$ cat src/emc_defs.svh
`ifndef EMC_DEFS_SVH
`define EMC_DEFS_SVH
// Energy state encodings of the state select field
`define EMC_SEL_FULL 2'h0
`define EMC_SEL_REDUCED 2'h2
`define EMC_SEL_MINIMAL 2'h3
// Direct pin levels {clock, data} per state
`define EMC_PIN_FULL 2'h3
`define EMC_PIN_REDUCED 2'h1
`define EMC_PIN_MINIMAL 2'h0
// Pin pair level while idle under pull-ups
`define EMC_PIN_IDLE 2'h3
// Number of outputs with a coarse regulator
`define EMC_NUM_OUT 3
// Pacing counter reset value
`define EMC_PACE_ZERO 8'h00
// Settings field reset value
`define EMC_FIELD_ZERO 4'h0
`endif

$ cat src/emc_pkg.sv
package emc_pkg;
	// Energy states of the device
	typedef enum logic [1:0] {
		EMC_FULL,
		EMC_REDUCED,
		EMC_MINIMAL
	} emc_state_t;
endpackage

$ cat src/emc_pace_if.sv
`timescale 1ns/1ps
`default_nettype none
// Links the top to one regulator pacing unit
interface emc_pace_if #(parameter int W = 4);
	logic run; // Regulator allowed to pulse
	logic [W-1:0] pace; // Pacing field
	logic req; // Pulse request from regulation loop
	logic start; // Granted pulse start
	modport top (output run, output pace, output req, input start);
	modport unit (input run, input pace, input req, output start);
endinterface
`default_nettype wire

$ cat src/emc_pacer.sv
`timescale 1ns/1ps
`default_nettype none
`include "emc_defs.svh"
// Minimum spacing of regulator pulse starts
module emc_pacer #(parameter int W = 4) (
	input wire logic i_ref_clk,
	input wire logic i_rst_n,
	input wire logic i_tick,
	emc_pace_if.unit bus
);
	logic [W:0] gap_q; // Remaining ticks until next start allowed
	// Start only when gap has elapsed
	assign bus.start = bus.run && bus.req && (gap_q == '0);
	// Gap counter, loaded with 2*field per start
	always_ff @(posedge i_ref_clk or negedge i_rst_n) begin
		if (!i_rst_n) begin
			gap_q <= '0;
		end else if (bus.start) begin
			gap_q <= {bus.pace, 1'b0};
		end else if (i_tick && gap_q != '0) begin
			gap_q <= gap_q - 1'b1;
		end
	end
endmodule // emc_pacer
`default_nettype wire

$ cat src/emc_sync.sv
`timescale 1ns/1ps
`default_nettype none
`include "emc_defs.svh"
// Two flip-flop synchroniser for pin levels
module emc_sync #(parameter int W = 2) (
	input wire logic i_ref_clk,
	input wire logic i_rst_n,
	input wire logic [W-1:0] i_async,
	output logic [W-1:0] o_sync
);
	logic [W-1:0] meta_q; // First stage, read only by second
	// Idle high like a pulled-up bus
	always_ff @(posedge i_ref_clk or negedge i_rst_n) begin
		if (!i_rst_n) begin
			meta_q <= '1;
			o_sync <= '1;
		end else begin
			meta_q <= i_async;
			o_sync <= meta_q;
		end
	end
endmodule // emc_sync
`default_nettype wire

$ cat src/emc_top.sv
`timescale 1ns/1ps
`default_nettype none
`include "emc_defs.svh"
// Overview of operation
// Written state select moves device state
// Pull-ups stay on in register control
// Pin mode drops pull-ups, pins select
// Pin decode 11 full, 01 reduced, 00 minimal
// Start condition ends pin control mode
// Start forces full power when enabled
// Host passes through reduced bias only
// Reset enters full power, all enabled; reset loads o_conv_run, o_reg_run 0 until the first clock
// Reduced state uses reduced current, voltage
// Second output charge split by state
// Boost no-adjust keeps peak in reduced
// Minimal disables converters, enables coarse
// Minimal suspends measurements and counting
// Minimal never raises interrupt request
// Coarse bypass shorts outputs to input
// Automatic bypass unless disable bit set
// Force bypass shorts each regulator
// Pulse starts spaced by pacing field
// Host clears pacing once in regulation
// Dropout threshold picks linear operation
// Pin levels synchronised before decode
module emc_top #(
	parameter int PACE_W = 4, // Pacing field width
	parameter int IPK_W = 4, // Peak current field width
	parameter int VOUT_W = 6, // Target voltage field width
	parameter int THR_W = 4 // Dropout threshold width
) (
	input wire logic i_ref_clk,
	input wire logic i_rst_n,
	input wire logic i_scl, // Serial clock pin level
	input wire logic i_sda, // Serial data pin level
	input wire logic i_sel_wr, // Register write strobe of state select
	input wire logic [1:0] i_state_select_field, // Written state
	input wire logic i_pin_control_enable_wr, // Write strobe of pin mode bit
	input wire logic i_pin_control_enable, // Pin mode bit value
	input wire logic i_start_forces_full_power, // Start forces full power
	input wire logic [`EMC_NUM_OUT-1:0] i_coarse_output_enable, // Per output
	input wire logic i_coarse_bypass_bit, // Short coarse outputs
	input wire logic i_auto_bypass_disable, // Suppress auto bypass
	input wire logic [1:0] i_force_bypass_bit, // Second, third regulator
	input wire logic [1:0] i_low_input, // Input too low for regulation
	input wire logic [PACE_W-1:0] i_second_pulse_pacing,
	input wire logic [PACE_W-1:0] i_third_pulse_pacing,
	input wire logic [1:0] i_pulse_req, // Regulator pulse requests
	input wire logic i_pace_tick, // Slow pacing enable pulse
	input wire logic [IPK_W-1:0] i_first_peak_current,
	input wire logic [IPK_W-1:0] i_first_reduced_peak_current,
	input wire logic [IPK_W-1:0] i_second_peak_current,
	input wire logic [IPK_W-1:0] i_second_reduced_peak_current,
	input wire logic i_boost_mode, // First converter in boost mode
	input wire logic i_boost_peak_no_adjust,
	input wire logic [VOUT_W-1:0] i_second_target_voltage,
	input wire logic [VOUT_W-1:0] i_second_reduced_target_voltage,
	input wire logic [1:0] i_conv_enable, // Switching converters enabled
	input wire logic [1:0] i_reg_enable, // Linear regulators enabled
	input wire logic [THR_W-1:0] i_first_dropout_threshold,
	input wire logic [THR_W-1:0] i_second_dropout_threshold,
	input wire logic [THR_W-1:0] i_first_dropout, // Measured headroom
	input wire logic [THR_W-1:0] i_second_dropout,
	input wire logic i_second_charge_pulse, // Charge pulse of second output
	input wire logic i_irq_event, // Interrupt request from status logic
	output logic [1:0] o_state, // Current energy state
	output logic o_pin_control_active, // Pin control mode on
	output logic o_pullup_enable, // Serial pin pull-ups on
	output logic [1:0] o_conv_run,
	output logic [1:0] o_reg_run,
	output logic [`EMC_NUM_OUT-1:0] o_coarse_on,
	output logic [`EMC_NUM_OUT-1:0] o_coarse_bypass,
	output logic [1:0] o_reg_bypass,
	output logic [1:0] o_pulse_start, // Paced pulse starts
	output logic [IPK_W-1:0] o_first_peak,
	output logic [IPK_W-1:0] o_second_peak,
	output logic [VOUT_W-1:0] o_second_target,
	output logic [1:0] o_linear_mode, // Pair runs linear
	output logic o_measure_enable, // ADC measurements allowed
	output logic o_count_enable, // Charge counting allowed
	output logic o_charge_to_reduced, // Second charge to reduced result
	output logic o_second_charge_full, // Pulse for full-power result
	output logic o_second_charge_reduced, // Pulse for reduced result
	output logic o_irq
);
	// Refuse field widths the logic cannot serve
	if (PACE_W < 1 || IPK_W < 1 || VOUT_W < 1 || THR_W < 1) begin : g_bad_width
		$error("emc_top: field widths must be positive");
	end

	emc_pkg::emc_state_t state_q; // Energy state
	logic direct_q; // Pin control mode
	logic [1:0] pins_s; // Synchronised {scl, sda}
	logic [1:0] pins_q; // Previous synchronised pins
	logic start_det; // Start condition seen

	// synchronise pin levels
	emc_sync #(.W(2)) u_sync (
		.i_ref_clk(i_ref_clk),
		.i_rst_n(i_rst_n),
		.i_async({i_scl, i_sda}),
		.o_sync(pins_s)
	);

	// Previous pin levels for edge detection
	always_ff @(posedge i_ref_clk or negedge i_rst_n) begin
		if (!i_rst_n) begin
			// Idle level, so no false start after reset
			pins_q <= `EMC_PIN_IDLE;
		end else begin
			pins_q <= pins_s;
		end
	end

	// start is data fall while clock high
	assign start_det = pins_s[1] && pins_q[1] && pins_q[0] && !pins_s[0];

	// Pin control mode bit
	always_ff @(posedge i_ref_clk or negedge i_rst_n) begin
		if (!i_rst_n) begin
			direct_q <= 1'b0;
		end else if (direct_q && start_det) begin
			// start clears pin mode
			direct_q <= 1'b0;
		end else if (i_pin_control_enable_wr) begin
			direct_q <= i_pin_control_enable;
		end
	end

	// Energy state selection
	always_ff @(posedge i_ref_clk or negedge i_rst_n) begin
		if (!i_rst_n) begin
			// reset to full power
			state_q <= emc_pkg::EMC_FULL;
		end else if (start_det && i_start_forces_full_power) begin
			// start forces full power
			state_q <= emc_pkg::EMC_FULL;
		end else if (direct_q) begin
			// decode pin levels
			case (pins_s)
				`EMC_PIN_FULL: state_q <= emc_pkg::EMC_FULL;
				`EMC_PIN_REDUCED: state_q <= emc_pkg::EMC_REDUCED;
				`EMC_PIN_MINIMAL: state_q <= emc_pkg::EMC_MINIMAL;
				default: state_q <= state_q; // Start level keeps state
			endcase
		end else if (i_sel_wr) begin
			// written state select
			case (i_state_select_field)
				`EMC_SEL_FULL: state_q <= emc_pkg::EMC_FULL;
				`EMC_SEL_REDUCED: state_q <= emc_pkg::EMC_REDUCED;
				`EMC_SEL_MINIMAL: state_q <= emc_pkg::EMC_MINIMAL;
				default: state_q <= state_q; // Unused code ignored
			endcase
		end
	end

	logic full_s, red_s, min_s; // State decodes
	assign full_s = (state_q == emc_pkg::EMC_FULL);
	assign red_s = (state_q == emc_pkg::EMC_REDUCED);
	assign min_s = (state_q == emc_pkg::EMC_MINIMAL);

	// Registered outputs
	always_ff @(posedge i_ref_clk or negedge i_rst_n) begin
		if (!i_rst_n) begin
			o_state <= `EMC_SEL_FULL;
			o_pin_control_active <= 1'b0;
			o_pullup_enable <= 1'b1;
			o_conv_run <= 2'h0;
			o_reg_run <= 2'h0;
			o_coarse_on <= '0;
			o_coarse_bypass <= '0;
			o_reg_bypass <= 2'h0;
			o_measure_enable <= 1'b1;
			o_count_enable <= 1'b1;
			o_charge_to_reduced <= 1'b0;
			o_irq <= 1'b0;
		end else begin
			case (state_q)
				emc_pkg::EMC_FULL: o_state <= `EMC_SEL_FULL;
				emc_pkg::EMC_REDUCED: o_state <= `EMC_SEL_REDUCED;
				emc_pkg::EMC_MINIMAL: o_state <= `EMC_SEL_MINIMAL;
				default: o_state <= `EMC_SEL_FULL;
			endcase
			o_pin_control_active <= direct_q;
			// pull-ups on in register mode; R3: off in pin mode
			o_pullup_enable <= !direct_q;
			// minimal stops converters and regulators
			o_conv_run <= min_s ? 2'h0 : i_conv_enable;
			o_reg_run <= min_s ? 2'h0 : i_reg_enable;
			// coarse regulators by enable bits
			o_coarse_on <= min_s ? i_coarse_output_enable : '0;
			// coarse bypass of enabled coarse regulators
			o_coarse_bypass <= (min_s && i_coarse_bypass_bit) ? i_coarse_output_enable : '0;
			// auto bypass; R17: force bypass
			o_reg_bypass <= i_force_bypass_bit | (i_auto_bypass_disable ? 2'h0 : i_low_input);
			// minimal suspends measurement and counting
			o_measure_enable <= !min_s;
			o_count_enable <= !min_s;
			// second output charge routed by state
			o_charge_to_reduced <= red_s;
			// no interrupt in minimal state
			o_irq <= i_irq_event && !min_s;
		end
	end

	// charge pulses steered to result pairs
	always_ff @(posedge i_ref_clk or negedge i_rst_n) begin
		if (!i_rst_n) begin
			o_second_charge_full <= 1'b0;
			o_second_charge_reduced <= 1'b0;
		end else begin
			o_second_charge_full <= i_second_charge_pulse && full_s;
			o_second_charge_reduced <= i_second_charge_pulse && red_s;
		end
	end

	// per-state converter settings; R11: no-adjust
	always_ff @(posedge i_ref_clk or negedge i_rst_n) begin
		if (!i_rst_n) begin
			o_first_peak <= '0;
			o_second_peak <= '0;
			o_second_target <= '0;
		end else begin
			if (red_s && !(i_boost_mode && i_boost_peak_no_adjust)) begin
				o_first_peak <= i_first_reduced_peak_current;
			end else begin
				o_first_peak <= i_first_peak_current;
			end
			o_second_peak <= red_s ? i_second_reduced_peak_current : i_second_peak_current;
			o_second_target <= red_s ? i_second_reduced_target_voltage : i_second_target_voltage;
		end
	end

	// linear when headroom at or below threshold
	always_ff @(posedge i_ref_clk or negedge i_rst_n) begin
		if (!i_rst_n) begin
			o_linear_mode <= 2'h0;
		end else begin
			o_linear_mode[0] <= i_first_dropout <= i_first_dropout_threshold;
			o_linear_mode[1] <= i_second_dropout <= i_second_dropout_threshold;
		end
	end

	// paced pulse starts for both regulators
	emc_pace_if #(.W(PACE_W)) pace_b ();
	emc_pace_if #(.W(PACE_W)) pace_c ();
	// Regulators may pulse only outside minimal state
	assign pace_b.run = !min_s && i_reg_enable[0];
	assign pace_b.pace = i_second_pulse_pacing;
	assign pace_b.req = i_pulse_req[0];
	assign pace_c.run = !min_s && i_reg_enable[1];
	assign pace_c.pace = i_third_pulse_pacing;
	assign pace_c.req = i_pulse_req[1];
	emc_pacer #(.W(PACE_W)) u_pace_b (
		.i_ref_clk(i_ref_clk),
		.i_rst_n(i_rst_n),
		.i_tick(i_pace_tick),
		.bus(pace_b.unit)
	);
	emc_pacer #(.W(PACE_W)) u_pace_c (
		.i_ref_clk(i_ref_clk),
		.i_rst_n(i_rst_n),
		.i_tick(i_pace_tick),
		.bus(pace_c.unit)
	);
	// Granted starts, combinational handshake
	assign o_pulse_start = {pace_c.start, pace_b.start};
endmodule // emc_top
`default_nettype wire

$ cat config.mk
export PLATFORM = sky130hd
export DESIGN_NAME = emc_top
export DESIGN_NICKNAME = d
export VERILOG_FILES = /design/src/emc_pkg.sv /design/src/emc_pace_if.sv /design/src/emc_pacer.sv /design/src/emc_sync.sv /design/src/emc_top.sv
export VERILOG_INCLUDE_DIRS = /design/src
export SDC_FILE = /design/constraint.sdc
export NUM_CORES = 1
export LEC_CHECK = 0
export BUFFER_PORTS_ARGS = -buffer_cell sky130_fd_sc_hd__buf_4
export CORE_MARGIN = 2
export CORE_UTILIZATION = 40
export DETAILED_ROUTE_END_ITERATION = 10
export PLACE_DENSITY = 0.8
export SLEW_MARGIN = 20
export SYNTH_ARGS = -nofsm -noshare
export SYNTH_HDL_FRONTEND = slang
export SYNTH_HIERARCHICAL = 1
export SYNTH_SLANG_ARGS = --single-unit
$ cat constraint.sdc
create_clock -name i_ref_clk -period 2.1 [get_ports i_ref_clk]
set_clock_uncertainty 0.1 [all_clocks]
set_input_delay 0.21 -clock i_ref_clk [delete_from_list [all_inputs] [get_ports i_ref_clk]]
set_output_delay 0.21 -clock i_ref_clk [all_outputs]
set_load 0.02 [all_outputs]
* Word level (Yosys, flattened, before mapping)
Cells that the tools add are included.
W data, S select, Z words.
** Storage, ports and cells
- Flip-flop bits (word level) :: 56
- Output and inout port bits :: 40
- Word-level logic and storage cells :: 92
** Cells by class
- Magnitude comparators :: 2
- Multiplexer cells :: 20
- Bitwise logic cells :: 1
- Equality and inequality tests :: 7
- Reductions and logical operators :: 36
- $add $sub $neg :: 2
** Operators by type and width (count)
- $mux W5 :: 4
- $logic_and A1 B1 Y1 :: 19
- $reduce_bool A5 Y1 :: 3
- $mux W2 :: 6
- $pmux W2 S3 :: 2
- $logic_not A5 Y1 :: 2
- $sub A5 B1 Y5 const B :: 2
- $eq A2 B2 Y1 const B :: 4
- $le A4 B4 Y1 :: 2
- $mux W4 :: 2
- $logic_not A2 Y1 :: 3
- $mux W3 :: 2
- $mux W6 :: 1
- $reduce_bool A2 Y1 :: 3
- $ne A5 B1 Y1 const B :: 1
- $eq A2 B1 Y1 const B :: 2
- $logic_not A1 Y1 :: 4
- $pmux W2 S2 :: 1
- $reduce_and A3 Y1 :: 1
- $reduce_bool A3 Y1 :: 1
- $mux W1 :: 2
- $or A2 B2 Y2 :: 1

* Logic depth before layout (Yosys ltp)
Gate-level depths: netlist (run 1).
- Word-level depth :: 6
- Gate-level depth with buffers :: 8
- Gate-level depth less buffers :: 7

* Hierarchy
The synthesis (run 1) kept the hierarchy.
** By module, submodules not included
- emc_top :: instances 1, cells an instance 131, area an instance 1751.7 um^2, sequential area each 1056.0 um^2
- emc_pacer :: instances 2, cells an instance 30, area an instance 319.1 um^2, sequential area each 125.1 um^2
- emc_sync :: instances 1, cells an instance 4, area an instance 105.1 um^2, sequential area each 105.1 um^2

* Least setup slack after synthesis (run 1)
Ideal clock, no wire load.
- Path kind :: register to output
- Start :: register u_pace_b.gap_q[1]
- End :: output port o_pulse_start[0]
- Stages on the path, launching flop included :: 7
- Required time :: 1.790 ns
- Setup slack :: 0.240 ns
- Data arrival time :: 1.550 ns
- Cell sequence :: dfrtp_1 > inv_1 > ha_1 > or4b_4 > or2_4 > inv_1 > buf_4
** Between the ends
- Longest elaborated chain between the ends :: 2
** RTL lines
- from (decl) :: line emc_pacer.sv:11 : logic [W:0] gap_q;
- from (signal assigned) :: line emc_pacer.sv:19 : gap_q <= {bus.pace, 1'b0};
- from (signal assigned) :: line emc_pacer.sv:21 : gap_q <= gap_q - 1'b1;
- $logic_not A5 Y1 :: line emc_pacer.sv:13 : assign bus.start = bus.run && bus.req && (gap_q == '0);
- $logic_and A1 B1 Y1 :: line emc_pacer.sv:13
- to (decl) :: line emc_top.sv:74 : output logic [1:0] o_pulse_start,
No other way between the ends.

* Worst setup path after layout (run 1)
- Start :: register u_pace_c.gap_q[0]
- End :: output port o_pulse_start[1]
** Between the ends
- Longest elaborated chain between the ends :: 2
** RTL lines (line)
- from (decl) :: emc_pacer.sv:11
- from (signal assigned) :: emc_pacer.sv:19
- from (signal assigned) :: emc_pacer.sv:21
- $logic_not A5 Y1 :: emc_pacer.sv:13
- $logic_and A1 B1 Y1 :: emc_pacer.sv:13
No other way between the ends.

==> impl_summary.txt, run 1 <==
----------------------------------------------------
[Status]
  Run status ... finished, final reports clean

[Setup path]
  CP startpoint kind ... register
  CP Capture Type ... primary output
  Reg-to-reg setup timing slack ... 0.20 ns
  Arrival time at the worst endpoint ... 1.77 ns
  Startpoint-to-endpoint class of the critical path ... register to primary output
  R2R cell count ... 6
  Startpoint of the lowest-slack register-to-register path ... u_pace_b/gap_q[0]
  Maximum fanout along the worst path ... 2
  Endpoint required time on the critical path ... 1.79 ns
  Reg2Reg Capture Point ... u_pace_b/gap_q[1]

[Drt]
  Met1 Routed Length ... 2.21 mm
  Post-route antenna net violation count ... 0
  Met3 wirelength from detailed routing ... 564 µm
  Total number of vias ... 2057
  Routed met2 length ... 2.98 mm
  Remaining design rule violation count ... 0
  Wirelength, routed ... 5.84 mm
  DR iter-0 viols ... 113
  Top routing layer in use ... met4
  Routed length per instance ... 13.9 µm
  First drt pass iteration count ... 4
  Via density per instance ... 4.91

[Pwr]
  VDD IR max ... 509 µV
  Ratio of total power to cell area ... 882 mW/mm²
  Final Total Pwr ... 3.35 mW
  Static leakage ... 1.94 nW

[STA]
  Setup repair after global routing missed its margin ... yes
  Headroom to the max-slew limit ... 0.544
  Total of endpoints with negative setup slack in the final report ... 0
  Tcrit/Tclk final ... 0.989
  Minimum clock period ... 2.08 ns
  Hold violation total from the final report ... 0
  Maximum achievable frequency ... 0.482 GHz
  Final Slew Violations ... 0
  Worst-margin pin slew ... 0.684 ns
  Worst Hold Slack ... 0.0298 ns
  Smallest setup slack after layout ... 0.0235 ns

[Layout]
  Final cell area excluding filler cells ... 0.00380 mm²
  Fill cell instance count of the final layout ... 496
  Area growth syn-to-layout ... 52.4%
  Number of diodes added for antenna fixing ... 0
  Total area of sequential cells ... 0.00141 mm²
  Footprint of the multi-input gates ... 998 µm²
  Layout cells sized above 1 ... 0.561
  Final nets ... 438

[Clocking]
  Clock latency on the worst-skew pair ... 0.30 ns
  Clock slew seen by the registers of the worst setup and hold paths ... 0.10 ns
  TritonCTS clock tree ... done
  Clock root buffer ... sky130_fd_sc_hd__clkbuf_8
  Number of clock sinks ... 56
  CTS HTree Levels ... 2
  Inserted Clock Buffers ... 5
  Maximum clock insertion buffer count ... 2

[Job]
  Number of max-cap violations ... 0

[Min path]
  Number of instances on the worst hold path ... 2
  Min-delay worst type ... primary input to register
  Worst hold endpoint ... o_coarse_on[0]
  Worst hold start ... i_coarse_output_enable[0]

[Placed design]
  Count of input and output buffers ... 121
  Half-perimeter wire length of the detailed placement result ... 4.37 mm
  Setup slack at placement ... 0.117 ns
  Placed standard-cell area ... 0.00347 mm²
  Routability congestion estimate ... 0.806

[Floorplan]
  Die extent in y ... 83.0 µm
  Effective utilization at floorplan ... 0.416
  Die Wd ... 83.0 µm
  Core region area ... 0.00599 mm²
  Top-Level Pins ... 122
  Number of cell rows ... 28
  Die footprint ... 0.00688 mm²

[Synth]
  Top_reg_cell synth ... sky130_fd_sc_hd__dfrtp_1
  Synth area leader ... sky130_fd_sc_hd__dfrtp_1
  Top cells by count, synth ... sky130_fd_sc_hd__dfrtp_1 (48), sky130_fd_sc_hd__inv_1 (20), sky130_fd_sc_hd__ha_1 (13)
  Total standard cell area after synthesis ... 0.00249 mm²
  Count of state elements after synthesis ... 56
  Number of synthesized flops with an enable pin ... 0
  Dominant cell by count in the synthesized netlist ... sky130_fd_sc_hd__dfrtp_1
  Synth top area cells ... sky130_fd_sc_hd__dfrtp_1 (48%), sky130_fd_sc_hd__dfstp_2 (8.4%), sky130_fd_sc_hd__ha_1 (6.5%)
  Synthesis warning total ... 6
  Cells after synthesis ... 195
  Net Count, Synth ... 290
  Post-synth ARST share ... 1.00
  Yosys top cell area share ... 0.481
  Distinct cell type count of the synthesized netlist ... 46
  Share of the yosys chip area belonging to registers ... 0.566
  Average size of a mapped cell ... 12.8 µm²

[GRT]
  Global route overflow ... 0
  Via count of the first global-routing pass ... 2184
  Overall Global Routing Usage ... 0.174
  Wire length of the first global-routing pass ... 9.83 mm
  Maximum number of pins on one net before global-route repair ... 57
  Antenna violations before repair ... 0

----------------------------------------------------
## state kept, by name (all words and copies together), names as in the netlist, 2 cells and up
register / flops
u_sync/o_sync: 2
o_second_target: 6
o_state: 2
o_coarse_on: 3
u_sync/meta_q: 2
o_linear_mode: 2
o_reg_run: 2
pins_q: 2
u_pace_c/gap_q: 5
o_reg_bypass: 2
o_coarse_bypass: 3
u_pace_b/gap_q: 5
o_first_peak: 4
o_conv_run: 2
state_q: 2
o_second_peak: 4
## timing repair
item	4_1_cts	5_1_grt
endpoints found under the setup margin	2	2
gates cloned	0	0
resized for setup	15	0
pin swaps	4	4
buffers inserted	12	5
hold endpoints to repair	52	0
hold buffers	7	0
## power breakdown
part	total [mW]	switching, mW	internal (mW)	leakage (nW)
logic	1.29	0.577	0.717	1.23
registers	1.47	0.168	1.31	0.665
clock network	0.584	0.315	0.268	0.0445
total	3.35	1.06	2.29	1.94
## worst max-delay path by stage
| stage | to | from | cells after the start |
|---|---|---|---|
| after global placement | o_pulse_start[1] | u_pace_c/gap_q[1] | 6 |
| after global routing | o_pulse_start[1] | u_pace_c/gap_q[0] | 6 |
| after detailed placement | o_pulse_start[0] | u_pace_b/gap_q[1] | 6 |
| after floorplan | o_pulse_start[0] | u_pace_b/gap_q[1] | 6 |
| final | o_pulse_start[1] | u_pace_c/gap_q[0] | 6 |
| after CTS | o_pulse_start[1] | u_pace_c/gap_q[1] | 6 |
## stage by stage
stage	TNS [ns]	instances	util
2_1_floorplan	0	195	-
3_3_place_gp	0	387	0.579
3_5_place_dp	0	387	0.579
4_1_cts	-0.0175	414	0.628
5_1_grt	-0.107	419	0.635
6_report	0	419	0.635
## placed cells by master, fill, tap and decap left out, drive strengths merged, types with 5 or more instances in the layout
cell type and count:
buf 140, clkbuf 7, dfstp 8, dlygate4sd3 7, ha 13, nand2 5, and2 6, mux2 14
nor2b 11, and3 5, inv 20, dfrtp 48
## kinds of logic after synthesis
group,Yosys count,share of synthesized area
adder cells (fa/ha/maj),13,0.0652
multiplexers,17,0.0752
buffers and inverters,26,0.0471
AO/OA/AOI/OAI,33,0.110
flip-flops,56,0.566
AND/OR/NAND/NOR,50,0.137
## worst max-delay path, stage by stage (launching register included)
cell	delay, ns
sky130_fd_sc_hd__dfrtp_1	0.40
sky130_fd_sc_hd__inv_2	0.07
sky130_fd_sc_hd__ha_4	0.13
sky130_fd_sc_hd__or4b_4	0.46
sky130_fd_sc_hd__or2_4	0.25
sky130_fd_sc_hd__inv_2	0.06
sky130_fd_sc_hd__buf_6	0.11
## routing by layer
layer | vias to the layer above | GRT usage
li1 | 984 | -
met1 | 957 | 0.192
met2 | 107 | 0.315
met3 | 9 | 0.0547
met4 | 0 | 0.0581
met5 | - | 0
## cell type report
cell class,count,share of cell area
clock buffers,7,0.0227
clock inverters,1,0.00197
inverters,20,0.0197
multi-input cells,113,0.263
flip-flops and latches,56,0.371
well taps,75,0.0247
repair buffers,147,0.297
No activity file was read; power rests on OpenSTA's default activity.
==> run 2, diff against run 1 <==
--- a/config.mk
+++ b/config.mk
@@ -9,2 +9,3 @@
 export BUFFER_PORTS_ARGS = -buffer_cell sky130_fd_sc_hd__buf_4
+export CAP_MARGIN = 20
 export CORE_MARGIN = 2
==> constraint.sdc (replaced) <==
create_clock -name i_ref_clk -period 2.1 [get_ports i_ref_clk]
set_clock_uncertainty 0.1 [all_clocks]
set_input_delay 0.525 -clock i_ref_clk [delete_from_list [all_inputs] [get_ports i_ref_clk]]
set_output_delay 0.525 -clock i_ref_clk [all_outputs]
set_load 0.02 [all_outputs]
==> impl_summary.txt, run 2 (synthesis gave the netlist of run 1 again) <==
----------------------------------------------------
[Setup path]
  Maximum fanout along the worst path ... 2 (unchanged)
  CP startpoint kind ... register
  Endpoint required time on the critical path ... 1.47 ns (-0.32 ns)
  CP Capture Type ... primary output
  Startpoint-to-endpoint class of the critical path ... register to primary output
  Arrival time at the worst endpoint ... 1.79 ns (+0.02 ns)

[Status]
  Violated checks ... setup timing
  Run status ... complete, but fails checks

[Clocking]
  Clock root buffer ... sky130_fd_sc_hd__clkbuf_8
  Inserted Clock Buffers ... 5 (unchanged)
  Clock slew seen by the registers of the worst setup and hold paths ... 0.10 ns (about the same)
  Maximum clock insertion buffer count ... 2 (unchanged)
  Number of clock sinks ... 56 (unchanged)
  TritonCTS clock tree ... done
  Post-cts hold buffer count ... 0 (-7)
  CTS HTree Levels ... 2 (unchanged)
  Clock latency on the worst-skew pair ... 0.31 ns (about the same)

[Layout]
  Final nets ... 437 (-0.23%)
  Area growth syn-to-layout ... 52.1%
  Final cell count without fillers ... 418 (-0.24%)
  Max reg flops ... 6 (unchanged)
  Most common cell after layout, fill and taps aside ... sky130_fd_sc_hd__buf_4
  Number of diodes added for antenna fixing ... 0 (unchanged)
  Layout cells sized above 1 ... 0.580 (+0.0191)
  Layout Utilization ... 0.633 (-0.00125)
  Register with the most flip-flops ... o_second_target
  Final cell area excluding filler cells ... 0.00379 mm² (-0.20%)
  Biggest registers after layout ... o_second_target x6, u_pace_b/gap_q x5, u_pace_c/gap_q x5
  Fill cell instance count of the final layout ... 506 (+2.0%)
  Commonest non-fill, non-tap cells in the layout ... sky130_fd_sc_hd__buf_4 (144), sky130_fd_sc_hd__dfrtp_1 (48), sky130_fd_sc_hd__inv_1 (14), sky130_fd_sc_hd__mux2_2 (11), sky130_fd_sc_hd__ha_1 (10)

[Pwr]
  VDD IR max ... 607 µV (+19%)
  Ratio of total power to cell area ... 934 mW/mm² (+5.9%)
  Static leakage ... 1.95 nW (+0.58%)
  Final Total Pwr ... 3.54 mW (+5.6%)

[Drt]
  DR iter-0 viols ... 72 (-36%)
  Routed met2 length ... 3.06 mm (+2.6%)
  Remaining design rule violation count ... 0 (unchanged)
  First drt pass iteration count ... 4 (unchanged)
  Routed length per instance ... 14.1 µm (+1.0%)
  Wirelength, routed ... 5.88 mm (+0.79%)
  Top routing layer in use ... met4
  Total number of vias ... 2013 (-2.1%)
  Met3 wirelength from detailed routing ... 467 µm (-17%)
  Met1 Routed Length ... 2.22 mm (+0.32%)
  Post-route antenna net violation count ... 0 (unchanged)
  Via density per instance ... 4.82 (-1.9%)

[Floorplan]
  Die Wd ... 83.0 µm (unchanged)
  Die footprint ... 0.00688 mm² (unchanged)
  Effective utilization at floorplan ... 0.416 (unchanged)
  Number of cell rows ... 28 (unchanged)
  Core region area ... 0.00599 mm² (unchanged)
  Die extent in y ... 83.0 µm (unchanged)
  Top-Level Pins ... 122 (unchanged)

[Min path]
  Min-delay worst type ... primary input to async pin

[STA]
  Tcrit/Tclk final ... 1.15 (+0.163)
  Hold violation total from the final report ... 0 (unchanged)
  Setup repair after global routing missed its margin ... yes
  Minimum clock period ... 2.42 ns (+0.342 ns)
  Maximum achievable frequency ... 0.414 GHz (-14%)
  Worst-margin pin slew ... 0.682 ns (-0.00165 ns)
  Smallest setup slack after layout ... -0.318 ns (-0.342 ns)
  Fin Setup TNS ... -0.626 ns (-0.626 ns)
  Final Slew Violations ... 0 (unchanged)
  Worst Hold Slack ... 0.146 ns (+0.116 ns)
  Total of endpoints with negative setup slack in the final report ... 2 (+2)
  Headroom to the max-slew limit ... 0.545 (+0.00110)

[GRT]
  Maximum number of pins on one net before global-route repair ... 57 (unchanged)
  Wire length of the first global-routing pass ... 9.96 mm (+1.3%)
  Antenna violations before repair ... 0 (unchanged)
  Via count of the first global-routing pass ... 2178 (-0.27%)
  Overall Global Routing Usage ... 0.179 (+0.00539)
  Global route overflow ... 0 (unchanged)

[Placed design]
  Setup slack at placement ... -0.0207 ns (-0.138 ns)
  Placed Instances ... 407 (+5.2%)
  Routability congestion estimate ... 0.802 (-0.48%)
  Count of input and output buffers ... 121 (unchanged)
  Placed standard-cell area ... 0.00362 mm² (+4.5%)
  Half-perimeter wire length of the detailed placement result ... 4.62 mm (+5.7%)

[Job]
  Number of max-cap violations ... 0 (unchanged)

----------------------------------------------------
run 2: changes by cell type in the layout (fill, tap and decap cells not counted), sizes merged:
cell / delta
clkinvlp: -1
clkbuf: -1
bufinv: +1
dlygate4sd3: -7
buf: +6
inv: +1
run 2: layer usage:
metal  GRT usage  up-vias
met5           0        -
met4      0.0775        0
met3      0.0517       13
met2       0.320       91
met1       0.197      929
li1            -      980
run 2: worst paths after layout:
path,startpoint,endpoint,slack [ns],depth (start not counted)
max in group asynchronous,i_rst_n,o_reg_bypass[1],1.30,1
min in group i_ref_clk,i_scl,u_sync/meta_q[1],0.21,1
setup / recovery,u_pace_b/gap_q[1],o_pulse_start[0],-0.32,6
hold reg to reg,u_sync/meta_q[0],u_sync/o_sync[0],0.26,0
setup reg to reg,u_pace_b/gap_q[1],u_pace_b/gap_q[0],0.20,6
hold / removal,i_rst_n,direct_q,0.15,1
run 2: area by class of cell:
class                           count  area [µm²]  area share
Sequential cell                    56        1410       0.372
Timing Repair Buffer              146        1100       0.291
Multi-Input combinational cell    113         998       0.263
Tap cell                           75        93.8      0.0247
Inverter                           20        75.1      0.0198
Clock buffer                        6        72.6      0.0191
Clock inverter                      2        38.8      0.0102
run 2: where the power goes:
group	total [mW]	switching (mW)	internal, mW
Combinational	1.43	0.643	0.782
Clock	0.702	0.342	0.361
Sequential	1.41	0.106	1.31
Total	3.54	1.09	2.45
run 2: worst max-delay path: stages, from the launching register on:
cell,delay (ns)
sky130_fd_sc_hd__dfrtp_1,0.39
sky130_fd_sc_hd__inv_2,0.08
sky130_fd_sc_hd__ha_4,0.14
sky130_fd_sc_hd__or4b_4,0.46
sky130_fd_sc_hd__or2_4,0.25
sky130_fd_sc_hd__inv_2,0.07
sky130_fd_sc_hd__buf_6,0.11
run 2: what timing repair did:
action,in CTS,in global routing
pin swaps,2,1
buffers inserted,2,1
resized for setup,6,3
endpoints found under the setup margin,2,2
